===== config.mk =====
export PLATFORM = sky130hd
export DESIGN_NAME = i2cis_intr_status
export DESIGN_NICKNAME = d
export VERILOG_FILES = /design/src/rtl/i2cis_intr_status.v
export VERILOG_INCLUDE_DIRS = /design/src /design/src/rtl
export SDC_FILE = /design/constraint.sdc
export NUM_CORES = 1
export LEC_CHECK = 0
export ABC_CLOCK_PERIOD_IN_PS = 2000
export BUFFER_PORTS_ARGS = -buffer_cell sky130_fd_sc_hd__buf_4
export CAP_MARGIN = 15
export CELL_PAD_IN_SITES_DETAIL_PLACEMENT = 1
export CELL_PAD_IN_SITES_GLOBAL_PLACEMENT = 1
export CORE_MARGIN = 1
export CORE_UTILIZATION = 32
export DETAILED_ROUTE_END_ITERATION = 10
export PLACE_DENSITY = 0.75
export SETUP_SLACK_MARGIN = 0.02
export SLEW_MARGIN = 15
export SYNTH_ARGS = -nofsm -noshare
export SYNTH_HDL_FRONTEND = slang
export SYNTH_SLANG_ARGS = --single-unit

===== constraint.sdc =====
create_clock -name clk_i -period 2 [get_ports clk_i]
set_clock_uncertainty 0.15 [all_clocks]
set_input_delay 0.1 -clock clk_i [delete_from_list [all_inputs] [get_ports clk_i]]
set_output_delay 0.1 -clock clk_i [all_outputs]
set_load 0.01 [all_outputs]

===== src/rtl/i2cis_map.vh =====
`ifndef I2CIS_MAP_VH
`define I2CIS_MAP_VH

`define I2CIS_ADDR_W          8
`define I2CIS_OFS_MASK        8'h30
`define I2CIS_OFS_RAW         8'h34
`define I2CIS_OFS_RECEIVE_THRESHOLD_LEVEL       8'h38
`define I2CIS_OFS_TRANSMIT_THRESHOLD_LEVEL       8'h3c
`define I2CIS_OFS_CLR_ALL     8'h40
`define I2CIS_OFS_CLR_RX_UND  8'h44
`define I2CIS_OFS_MASKED      8'h2c

`define I2CIS_NSRC            12
`define I2CIS_BIT_GENERAL_CALL_SEEN    11
`define I2CIS_BIT_START       10
`define I2CIS_BIT_STOP        9
`define I2CIS_BIT_ACTIVITY    8
`define I2CIS_BIT_TX_DONE     7
`define I2CIS_BIT_TX_ABORT    6
`define I2CIS_BIT_RD_REQ      5
`define I2CIS_BIT_TX_THR      4
`define I2CIS_BIT_TX_OVER     3
`define I2CIS_BIT_RX_THR      2
`define I2CIS_BIT_RX_OVER     1
`define I2CIS_BIT_RX_UNDER    0

`define I2CIS_MASK_RESET      12'h8ff
`define I2CIS_TL_RESET        8'h00
`define I2CIS_LVL_W           8

`endif


===== src/rtl/i2cis_intr_status.v =====
`timescale 1ns/1ns
`include "i2cis_map.vh"

// Interrupt, status and FIFO threshold registers of the I2C controller.
module i2cis_intr_status (
    // Clock, reset and clock enable.
    input  wire        clk_i,
    input  wire        rst_n_i,
    input  wire        ce_i,
    // Register bus.
    input  wire [7:0]  addr_i,
    input  wire [31:0] wdata_i,
    input  wire        wr_i,
    input  wire        rd_i,
    output reg  [31:0] rdata_o,
    // Bus condition and slave events on this clock; all are one-cycle pulses except the busy level bus_active_i.
    input  wire        general_call_seen_ack_i,
    input  wire        start_cond_i,
    input  wire        stop_cond_i,
    input  wire        bus_active_i,
    input  wire        slv_tx_nack_i,
    input  wire        tx_abort_i,
    input  wire        slv_rd_req_i,
    // Data register accesses and FIFO state from the data path.
    input  wire        data_cmd_wr_i,
    input  wire        data_cmd_rd_i,
    input  wire        rx_byte_in_i,
    input  wire        tx_full_i,
    input  wire        rx_full_i,
    input  wire        rx_empty_i,
    input  wire [7:0]  tx_level_i,
    input  wire [7:0]  rx_level_i,
    // Outputs to the rest of the controller.
    output wire        abort_cause_clr_o,
    output wire [7:0]  receive_threshold_level_o,
    output wire [7:0]  transmit_threshold_level_o,
    output wire        irq_o
);

    // Register state; each one is written by its own clocked process below.
    reg  [11:0] sticky_ff;
    reg  [11:0] interrupt_mask_ff;
    reg  [7:0]  receive_threshold_level_ff;
    reg  [7:0]  transmit_threshold_level_ff;
    reg         act_prev_ff;

    // Reset values of the register state.
    localparam [11:0] MASK_RST   = `I2CIS_MASK_RESET;
    localparam [7:0]  TL_RST     = `I2CIS_TL_RESET;
    localparam [11:0] STICKY_RST = 12'h000;
    localparam [31:0] RDATA_RST  = 32'h0000_0000;

    // Next values of the register state.
    wire [11:0] nxt_sticky;
    reg  [11:0] nxt_mask;
    reg  [7:0]  nxt_receive_threshold_level;
    reg  [7:0]  nxt_transmit_threshold_level;

    // Next values of the helper flip-flops.
    wire        nxt_act_prev;
    reg  [31:0] nxt_rdata;

    // Event sources seen on the bus side.
    wire        ev_general_call_seen;
    wire        ev_start;
    wire        ev_stop;
    wire        ev_act_rise;
    wire        ev_tx_done;
    wire        ev_tx_abort;
    wire        ev_rd_req;

    // Event sources seen on the FIFO side.
    wire        ev_tx_over;
    wire        ev_rx_over;
    wire        ev_rx_under;

    // Status vectors in the layout of the raw status register.
    wire [11:0] evt;
    wire [11:0] clr_vec;
    wire [11:0] raw_interrupt_status;
    wire [11:0] masked_status;
    wire        tx_below_thr;
    wire        rx_above_thr;

    // Qualified strobes.
    wire        bus_rd;
    wire        bus_wr;

    // Register selects.
    wire        sel_masked;
    wire        sel_mask;
    wire        sel_raw;
    wire        sel_receive_threshold_level;
    wire        sel_transmit_threshold_level;
    wire        sel_clr_all;
    wire        sel_clr_rx_und;

    // Clear and write enables.
    wire        clr_all;
    wire        clr_rx_under;
    wire        wr_mask;
    wire        wr_receive_threshold_level;
    wire        wr_transmit_threshold_level;

    // Write data cut to the stored field widths.
    wire [11:0] wd_mask;
    wire [7:0]  wd_receive_threshold_level;
    wire [7:0]  wd_transmit_threshold_level;

    // Read data, one word per readable register.
    wire [31:0] rd_masked;
    wire [31:0] rd_mask;
    wire [31:0] rd_raw;
    wire [31:0] rd_receive_threshold_level;
    wire [31:0] rd_transmit_threshold_level;
    wire [31:0] rd_clr_all;
    wire [31:0] rd_clr_rx_und;

    // A strobe counts only while the clock enable is high, so a frozen block ignores clears as well.
    assign bus_rd = ce_i & rd_i;
    assign bus_wr = ce_i & wr_i;

    // Every select compares the full byte address, so no register is mirrored elsewhere.
    assign sel_masked     = (addr_i == `I2CIS_OFS_MASKED);
    assign sel_mask       = (addr_i == `I2CIS_OFS_MASK);
    assign sel_raw        = (addr_i == `I2CIS_OFS_RAW);
    assign sel_receive_threshold_level      = (addr_i == `I2CIS_OFS_RECEIVE_THRESHOLD_LEVEL);
    assign sel_transmit_threshold_level      = (addr_i == `I2CIS_OFS_TRANSMIT_THRESHOLD_LEVEL);
    assign sel_clr_all    = (addr_i == `I2CIS_OFS_CLR_ALL);
    assign sel_clr_rx_und = (addr_i == `I2CIS_OFS_CLR_RX_UND);

    // Reading a clear register is what clears it; the read data are only informative.
    assign clr_all      = bus_rd & sel_clr_all;
    assign clr_rx_under = bus_rd & sel_clr_rx_und;

    // Writes to read-only or unmapped offsets match no enable and are ignored.
    assign wr_mask  = bus_wr & sel_mask;
    assign wr_receive_threshold_level = bus_wr & sel_receive_threshold_level;
    assign wr_transmit_threshold_level = bus_wr & sel_transmit_threshold_level;

    // Upper write bits are dropped; they read back as zero.
    assign wd_mask  = wdata_i[11:0];
    assign wd_receive_threshold_level = wdata_i[7:0];
    assign wd_transmit_threshold_level = wdata_i[7:0];

    // The abort cause register lives outside this block and is cleared by the same read.
    assign abort_cause_clr_o = clr_all;

    // Event inputs come from logic on this clock and are one-cycle pulses, apart from the busy level, so no synchroniser is used.
    // General call: the address was received and acknowledged.
    assign ev_general_call_seen = general_call_seen_ack_i;
    // A START or repeated START was seen on the bus.
    assign ev_start = start_cond_i;
    // A STOP was seen on the bus.
    assign ev_stop = stop_cond_i;
    // Activity sets once on the rising edge of the busy level, not on every busy cycle.
    assign ev_act_rise = bus_active_i & ~act_prev_ff;
    // As slave transmitter, the remote master left a sent byte unacknowledged.
    assign ev_tx_done = slv_tx_nack_i;
    // Queued transmit work could not be completed.
    assign ev_tx_abort = tx_abort_i;
    // Addressed as slave, a remote master asks for data.
    assign ev_rd_req = slv_rd_req_i;
    // A command was written while the transmit FIFO was full.
    assign ev_tx_over = data_cmd_wr_i & tx_full_i;
    // A byte arrived while the receive FIFO was full.
    assign ev_rx_over = rx_byte_in_i & rx_full_i;
    // The data register was read while the receive FIFO was empty.
    assign ev_rx_under = data_cmd_rd_i & rx_empty_i;

    // Threshold positions carry no event; their status bits are live levels.
    assign evt[`I2CIS_BIT_GENERAL_CALL_SEEN] = ev_general_call_seen;
    assign evt[`I2CIS_BIT_START]    = ev_start;
    assign evt[`I2CIS_BIT_STOP]     = ev_stop;
    assign evt[`I2CIS_BIT_ACTIVITY] = ev_act_rise;
    assign evt[`I2CIS_BIT_TX_DONE]  = ev_tx_done;
    assign evt[`I2CIS_BIT_TX_ABORT] = ev_tx_abort;
    assign evt[`I2CIS_BIT_RD_REQ]   = ev_rd_req;
    assign evt[`I2CIS_BIT_TX_THR]   = 1'b0;
    assign evt[`I2CIS_BIT_TX_OVER]  = ev_tx_over;
    assign evt[`I2CIS_BIT_RX_THR]   = 1'b0;
    assign evt[`I2CIS_BIT_RX_OVER]  = ev_rx_over;
    assign evt[`I2CIS_BIT_RX_UNDER] = ev_rx_under;

    // The threshold bits follow the FIFO levels directly, so no clear can hide them.
    // Both compare inclusively, so an idle block with zero thresholds shows both.
    assign tx_below_thr = (tx_level_i <= transmit_threshold_level_ff);
    assign rx_above_thr = (rx_level_i >= receive_threshold_level_ff);

    // Clear-all hits every sticky bit; the underflow clear hits bit 0 only.
    assign clr_vec = {12{clr_all}} | {11'h000, clr_rx_under};

    // One status cell per source. A set in the same cycle as a clear wins,
    // so an event that lands on the clearing read is never lost.
    genvar gi;
    generate
        for (gi = 0; gi < `I2CIS_NSRC; gi = gi + 1) begin : g_src
            if ((gi == `I2CIS_BIT_TX_THR) || (gi == `I2CIS_BIT_RX_THR)) begin : g_live
                // Live cells keep no state; their flip-flop input is tied low.
                assign nxt_sticky[gi]           = 1'b0;
                assign raw_interrupt_status[gi] = (gi == `I2CIS_BIT_TX_THR) ? tx_below_thr : rx_above_thr;
            end else begin : g_held
                assign nxt_sticky[gi]           = evt[gi] | (sticky_ff[gi] & ~clr_vec[gi]);
                assign raw_interrupt_status[gi] = sticky_ff[gi];
            end
            assign masked_status[gi] = raw_interrupt_status[gi] & interrupt_mask_ff[gi];
        end
    endgenerate

    // The interrupt line is a plain OR, so it drops in the cycle its last enabled bit clears.
    assign irq_o = |masked_status;

    // Threshold values go to the FIFO logic straight from the flip-flops.
    assign receive_threshold_level_o  = receive_threshold_level_ff;
    assign transmit_threshold_level_o = transmit_threshold_level_ff;

    // A mask write lands at the edge that samples the strobe.
    always @* begin
        if (wr_mask) begin
            nxt_mask = wd_mask;
        end else begin
            nxt_mask = interrupt_mask_ff;
        end
    end

    // The receive threshold takes any 8-bit value; no range is enforced.
    always @* begin
        if (wr_receive_threshold_level) begin
            nxt_receive_threshold_level = wd_receive_threshold_level;
        end else begin
            nxt_receive_threshold_level = receive_threshold_level_ff;
        end
    end

    // The transmit threshold takes any 8-bit value; no range is enforced.
    always @* begin
        if (wr_transmit_threshold_level) begin
            nxt_transmit_threshold_level = wd_transmit_threshold_level;
        end else begin
            nxt_transmit_threshold_level = transmit_threshold_level_ff;
        end
    end

    // The busy level is remembered every enabled cycle to find its rising edge.
    assign nxt_act_prev = bus_active_i;

    // Clear registers return the state seen just before they clear it.
    assign rd_masked     = {20'h00000, masked_status};
    assign rd_mask       = {20'h00000, interrupt_mask_ff};
    assign rd_raw        = {20'h00000, raw_interrupt_status};
    assign rd_receive_threshold_level      = {24'h000000, receive_threshold_level_ff};
    assign rd_transmit_threshold_level      = {24'h000000, transmit_threshold_level_ff};
    assign rd_clr_all    = {31'h00000000, irq_o};
    assign rd_clr_rx_und = {31'h00000000, raw_interrupt_status[`I2CIS_BIT_RX_UNDER]};

    // Read data stand from the edge after the strobe until the next enabled edge, and are zero when that edge samples no read.
    always @* begin
        nxt_rdata = RDATA_RST;
        if (rd_i) begin
            case (addr_i)
                // Masked status, read only.
                `I2CIS_OFS_MASKED: begin
                    nxt_rdata = rd_masked;
                end
                // Mask register.
                `I2CIS_OFS_MASK: begin
                    nxt_rdata = rd_mask;
                end
                // Raw status, read only.
                `I2CIS_OFS_RAW: begin
                    nxt_rdata = rd_raw;
                end
                // Receive threshold.
                `I2CIS_OFS_RECEIVE_THRESHOLD_LEVEL: begin
                    nxt_rdata = rd_receive_threshold_level;
                end
                // Transmit threshold.
                `I2CIS_OFS_TRANSMIT_THRESHOLD_LEVEL: begin
                    nxt_rdata = rd_transmit_threshold_level;
                end
                // Clear-all register: shows the combined interrupt.
                `I2CIS_OFS_CLR_ALL: begin
                    nxt_rdata = rd_clr_all;
                end
                // Underflow clear register: shows the underflow bit.
                `I2CIS_OFS_CLR_RX_UND: begin
                    nxt_rdata = rd_clr_rx_und;
                end
                default: begin
                    nxt_rdata = RDATA_RST;
                end
            endcase
        end
    end

    // Every register below holds still while the clock enable is low.
    // Status cells.
    always @(posedge clk_i) begin
        if (!rst_n_i) begin
            sticky_ff <= STICKY_RST;
        end else if (ce_i) begin
            sticky_ff <= nxt_sticky;
        end
    end

    // Interrupt mask.
    always @(posedge clk_i) begin
        if (!rst_n_i) begin
            interrupt_mask_ff <= MASK_RST;
        end else if (ce_i) begin
            interrupt_mask_ff <= nxt_mask;
        end
    end

    // Receive threshold.
    always @(posedge clk_i) begin
        if (!rst_n_i) begin
            receive_threshold_level_ff <= TL_RST;
        end else if (ce_i) begin
            receive_threshold_level_ff <= nxt_receive_threshold_level;
        end
    end

    // Transmit threshold.
    always @(posedge clk_i) begin
        if (!rst_n_i) begin
            transmit_threshold_level_ff <= TL_RST;
        end else if (ce_i) begin
            transmit_threshold_level_ff <= nxt_transmit_threshold_level;
        end
    end

    // Busy level of the previous enabled cycle.
    always @(posedge clk_i) begin
        if (!rst_n_i) begin
            act_prev_ff <= 1'b0;
        end else if (ce_i) begin
            act_prev_ff <= nxt_act_prev;
        end
    end

    // Read data register.
    always @(posedge clk_i) begin
        if (!rst_n_i) begin
            rdata_o <= RDATA_RST;
        end else if (ce_i) begin
            rdata_o <= nxt_rdata;
        end
    end

endmodule


# Yosys cells after proc, flatten, opt, wreduce, memory -nomap -nowiden
# Cells that the tools add are included.
[op_classes] n_reduce_logical=4 n_eq_ne=7 order_cmp=2 bitwise_logic=55 n_mux=2
[ops] cell="12-bit case mux with 7 select lines" n=1
[ops] cell="8-bit by 6-bit == test with 1-bit output (second input constant)" n=5
[ops] cell="1-bit AND" n=33
[ops] cell="8-bit by 7-bit == test with 1-bit output (second input constant)" n=2
[ops] cell="12-bit 2-to-1 mux" n=1
[ops] cell="12-bit by 1-bit OR with 12-bit output" n=1
[ops] cell="12-bit OR reduction" n=1
[ops] cell="1-bit inverter" n=11
[ops] cell="1-bit OR" n=10
[ops] cell="8-bit >= comparator" n=1
[ops] cell="8-bit less-or-equal comparator" n=1
[ops] cell="2-bit AND reduction" n=3
[totals] elab_cells=76 in_bits=74 out_inout_bits=50 ff_bits=71

# Logic depth before layout (Yosys ltp)
[logic_depth] depth_word=6 depth_mapped=8 depth_no_buf=7

# Worst setup path before layout
# OpenSTA, ideal clock, no wires.
[synth_timing] kind="reg-to-reg" startpoint="register receive_threshold_level_ff[7] (netlist: receive_threshold_level_o[7])" endpoint="register rdata_o[2]" setup_slack_ns=-0.008 setup_ns=0.115 t_arrival_ns=1.743 n_path_buf=0 path_stages_with_launch=8 period_less_slack_ns=2.008 required_time_ns=1.735 path_cell_list="dfxtp_1 > inv_1 > ha_1 > and2_1 > a221oi_1 > o21ai_0 > a221o_1 > and3_1"
[synth_between] elab_chain_len=4
[synth_rtl] item="start, declared" line_no="i2cis_intr_status.v:43" rtl="reg [7:0] receive_threshold_level_ff;"
[synth_rtl] item="start signal, assigned" line_no="i2cis_intr_status.v:320" rtl="receive_threshold_level_ff <= nxt_receive_threshold_level;"
[synth_rtl] item="8-bit >= comparator *" line_no="i2cis_intr_status.v:188" rtl="assign rx_above_thr = (rx_level_i >= receive_threshold_level_ff);"
[synth_rtl] item="1-bit AND" line_no="i2cis_intr_status.v:206" rtl="assign masked_status[gi] = raw_interrupt_status[gi] & interrupt_mask_ff[gi];"
[synth_rtl] item="12-bit case mux with 7 select lines *" line_no="i2cis_intr_status.v:260" rtl="case (addr_i)"
[synth_rtl] item="12-bit 2-to-1 mux *" line_no="i2cis_intr_status.v:259" rtl="if (rd_i) begin"
[synth_rtl] item="end signal, assigned" line_no="i2cis_intr_status.v:347" rtl="rdata_o <= nxt_rdata;"
[synth_rtl] item="end, declared" line_no="i2cis_intr_status.v:15" rtl="output reg [31:0] rdata_o,"
# Every way passes the cells marked *; elsewhere a longest branch is shown, timed or not.
# A chain may end at the register's enable or synchronous reset.

# Worst setup path after layout
[layout_timing] startpoint="register transmit_threshold_level_ff[1] (netlist: transmit_threshold_level_o[1])" endpoint="output irq_o"
[layout_between] elab_chain_len=3
[layout_rtl] item="start, declared" line_no="i2cis_intr_status.v:44" rtl="reg [7:0] transmit_threshold_level_ff;"
[layout_rtl] item="start signal, assigned" line_no="i2cis_intr_status.v:329" rtl="transmit_threshold_level_ff <= nxt_transmit_threshold_level;"
[layout_rtl] item="8-bit less-or-equal comparator" line_no="i2cis_intr_status.v:187" rtl="assign tx_below_thr = (tx_level_i <= transmit_threshold_level_ff);"
[layout_rtl] item="1-bit AND" line_no="i2cis_intr_status.v:206"
[layout_rtl] item="12-bit OR reduction" line_no="i2cis_intr_status.v:211" rtl="assign irq_o = |masked_status;"
[layout_rtl] item="end, declared" line_no="i2cis_intr_status.v:37" rtl="output wire irq_o"
# Every way passes these cells.

==> results.toml <==
[run_status]
status = "finished with violations"
failed_checks = "setup timing"

[synth]
synth_area_mm2 = 0.00320
yosysMostFrequentCell = "dfxtp_1"
ys_warn_count = 0
ys_async_sr_fraction_pct = 0
synthTopCellsByCount = "51 x dfxtp_1, 39 x nand2_1, 35 x nor2b_1, 27 x inv_1, 21 x buf_4"
syn_area_per_cell_um2 = 8.54
synth-seq-cells = 51
synth_area_leader_cell = "dfxtp_1"
ys_types = 62
synth_area_leaders = "dfxtp_1 32%, nor2b_1 6.8%, ha_1 6.2%, mux2i_1 5.6%, buf_4 4.9%"
ys.flop_type = "dfxtp_1"
seq_area_frac_synth_pct = 31.9
netlist_instances = 375
synth_top_area_share_pct = 31.9
synth-edff-count = 0

[detailed_routing]
avgViaCountPerCell = 5.14
routedWlPerCell_um = 17.9
drt-total-wl_um = 11600
first_pass_iters = 4
first_iter_violations = 119
vias = 3321
drtAntennaViolNets = 0
route.detailed.drc = 0

[setup_path]
cp_cell_sequence = "inv_1 > ha_1 > nand2_1 > or3_4 > o22ai_4 > a211oi_2 > nand2_1 > buf_6"
end_kind = "primary output"
cpPeakStageDelay_ns = 0.40
critPathMaxFanout = 2
cpMostUsedCell = "nand2_1"
required_ns = 1.75
worstPathArrival_ns = 1.94
crit_path_top_delay_cell = "or3_4"
critical_path_class = "reg2out"
start_kind = "flip-flop"

[sta]
max_freq_mhz = 458
hold_violations = 0
fin_crit_ns = 2.19
setup_viol = 2
setup_ws_ns = -0.186
fin_tns_setup_ns = -0.246
whs_ns = 0.0539
period_share_pct = 109
grt_setup_unrepaired = "true"
slew_violations = 0

[die]
core_area_mm2 = 0.00973
chipHeight_um = 102
start_util_pct = 32.9
pin_count = 124
dieArea_mm2 = 0.0104
die_w_um = 102
num_rows = 36

[clock_network]
clock_path_buffers = 2
cts_buffers = 5
clk_latency_ns = 0.31
cts_tree = "yes"
htreeDepth = 2
clk_pin_slew_ns = 0.10
cts_root_buf = "clkbuf_8"
clock_sinks = 51

[pwr]
powerDensity_mw_per_mm2 = 472
vdd_drop_max_mv = 0.226
p_leak_nw = 2.06

[global_route]
grt_max_degree = 52
grt_overflow_total = 0
grt_usage_pct = 22.4
grt_pass1_wl_um = 17800
grt_pass1_vias = 3523
antenna_found_initial = 0

[layout]
fillerInstances = 1172
fin_nets = 602
final_cell_area_mm2 = 0.00470
drive_above_1_share_pct = 36.8
diodes = 0
fin_cells = 646
area_delta_synth_final_pct = 46.8

[place]
io_buffers = 83
post-place-cells = 606
dpl-instance-area_mm2 = 0.00410
gp_congestion = 0.893
dp_hpwl_um = 8450

[flow_run]
drv_cap = 0

[hold_path]
hold_class = "in2reg"
==> flip-flops by register name, summed over array words and instances, names as in the netlist <==
signal / flops
interrupt_mask_ff: 12
rdata_o: 12
act_prev_ff: 1
receive_threshold_level_o: 8
transmit_threshold_level_o: 8
sticky_ff: 10
==> routing by layer <==
layer	part of all wire (%)	GRT usage (%)
met1	40	25.8
met2	53	41.4
met3	3.8	3.28
met4	2.6	8.79
met5	0	0
==> cell usage in the layout (no fill, tap or decap), drive strengths merged, types with 4 or more instances in the layout <==
cell type and instances:
a21oi 9, nand2 39, and2 6, a22oi 11
dfxtp 51, mux2i 18, buf 125, nor2b 35
o21a 5, or3 4, nand3 12, mux2 4
a211oi 6, nor2 6, dlygate4sd3 25, nor4 4
o21ai 11, conb 20, nand3b 5, a221oi 6
inv 27, clkbuf 6, o22ai 5, ha 16
a21boi 4, nor4b 5
==> critical path, delay by kind of cell (launching register included) <==
| kind | cells | cell delay, ns |
|---|---|---|
| DFF | 1 | 0.35 |
| AOI/OAI and AO/OA | 2 | 0.25 |
| buffers and inverters | 2 | 0.17 |
| adders and majority gates | 1 | 0.29 |
| and+or+nand+nor | 3 | 0.57 |
==> path summary, 6_finish.rpt <==
path	startpoint	endpoint	slack [ns]	depth (start not counted)
worst max-delay path	transmit_threshold_level_o[1]	irq_o	-0.19	8
worst min-delay path	rst_n_i	interrupt_mask_ff[2]	0.05	2
worst max register to register	receive_threshold_level_o[2]	rdata_o[2]	-0.06	8
worst min register to register	interrupt_mask_ff[7]	interrupt_mask_ff[7]	0.34	2
==> through the flow <==
| stage | worst slack [ns] | utilization [%] | power [W] |
|---|---|---|---|
| 2_1_floorplan | 0.0280 | - | 0.00125 |
| 3_3_place_gp | 0.00766 | 42.1 | 0.00136 |
| 3_5_place_dp | -0.0510 | 42.1 | 0.00138 |
| 4_1_cts | -0.180 | 48.0 | 0.00221 |
| 5_1_grt | -0.265 | 48.4 | 0.00229 |
| 6_report | -0.186 | 48.4 | 0.00222 |
==> power by group <==
group | switching (W) | leakage (nW) | internal (W)
combinational | 0.000187 | 1.58 | 0.000209
sequential | 0.0000158 | 0.420 | 0.00103
clock | 0.000371 | 0.0612 | 0.000406
total | 0.000574 | 2.06 | 0.00164
==> cell type report <==
class | instances | area [µm²] | share of cell area, %
Clock buffer | 6 | 82.6 | 1.76
Clock inverter | 2 | 35.0 | 0.745
Tap cell | 133 | 166 | 3.54
Timing Repair Buffer | 150 | 1200 | 25.4
Sequential cell | 51 | 1040 | 22.0
Inverter | 27 | 101 | 2.15
Multi-Input combinational cell | 277 | 2090 | 44.3
==> timing repair <==
item                                   CTS  global route
gates cloned                             0             0
pin swaps                               12             4
hold buffers                            25             0
endpoints found under the hold margin   39             0
resized for setup                       39             6
setup endpoints to repair                3             3
buffers inserted                         5             2
==> cell families (layout without fill, tap and decap cells) <==
| logic type | count (synthesis) | in the layout | share of synthesized area, % |
|---|---|---|---|
| AO/OA/AOI/OAI | 82 | 82 | 18.4 |
| adder cells (fa/ha/maj) | 16 | 16 | 6.25 |
| buffers and inverters | 66 | 185 | 10.4 |
| flip-flops | 51 | 51 | 31.9 |
| multiplexers | 22 | 22 | 7.03 |
| other | 1 | 20 | 0.117 |
| AND/OR/NAND/NOR | 137 | 137 | 26.0 |
(Power assumes the default switching activity.)
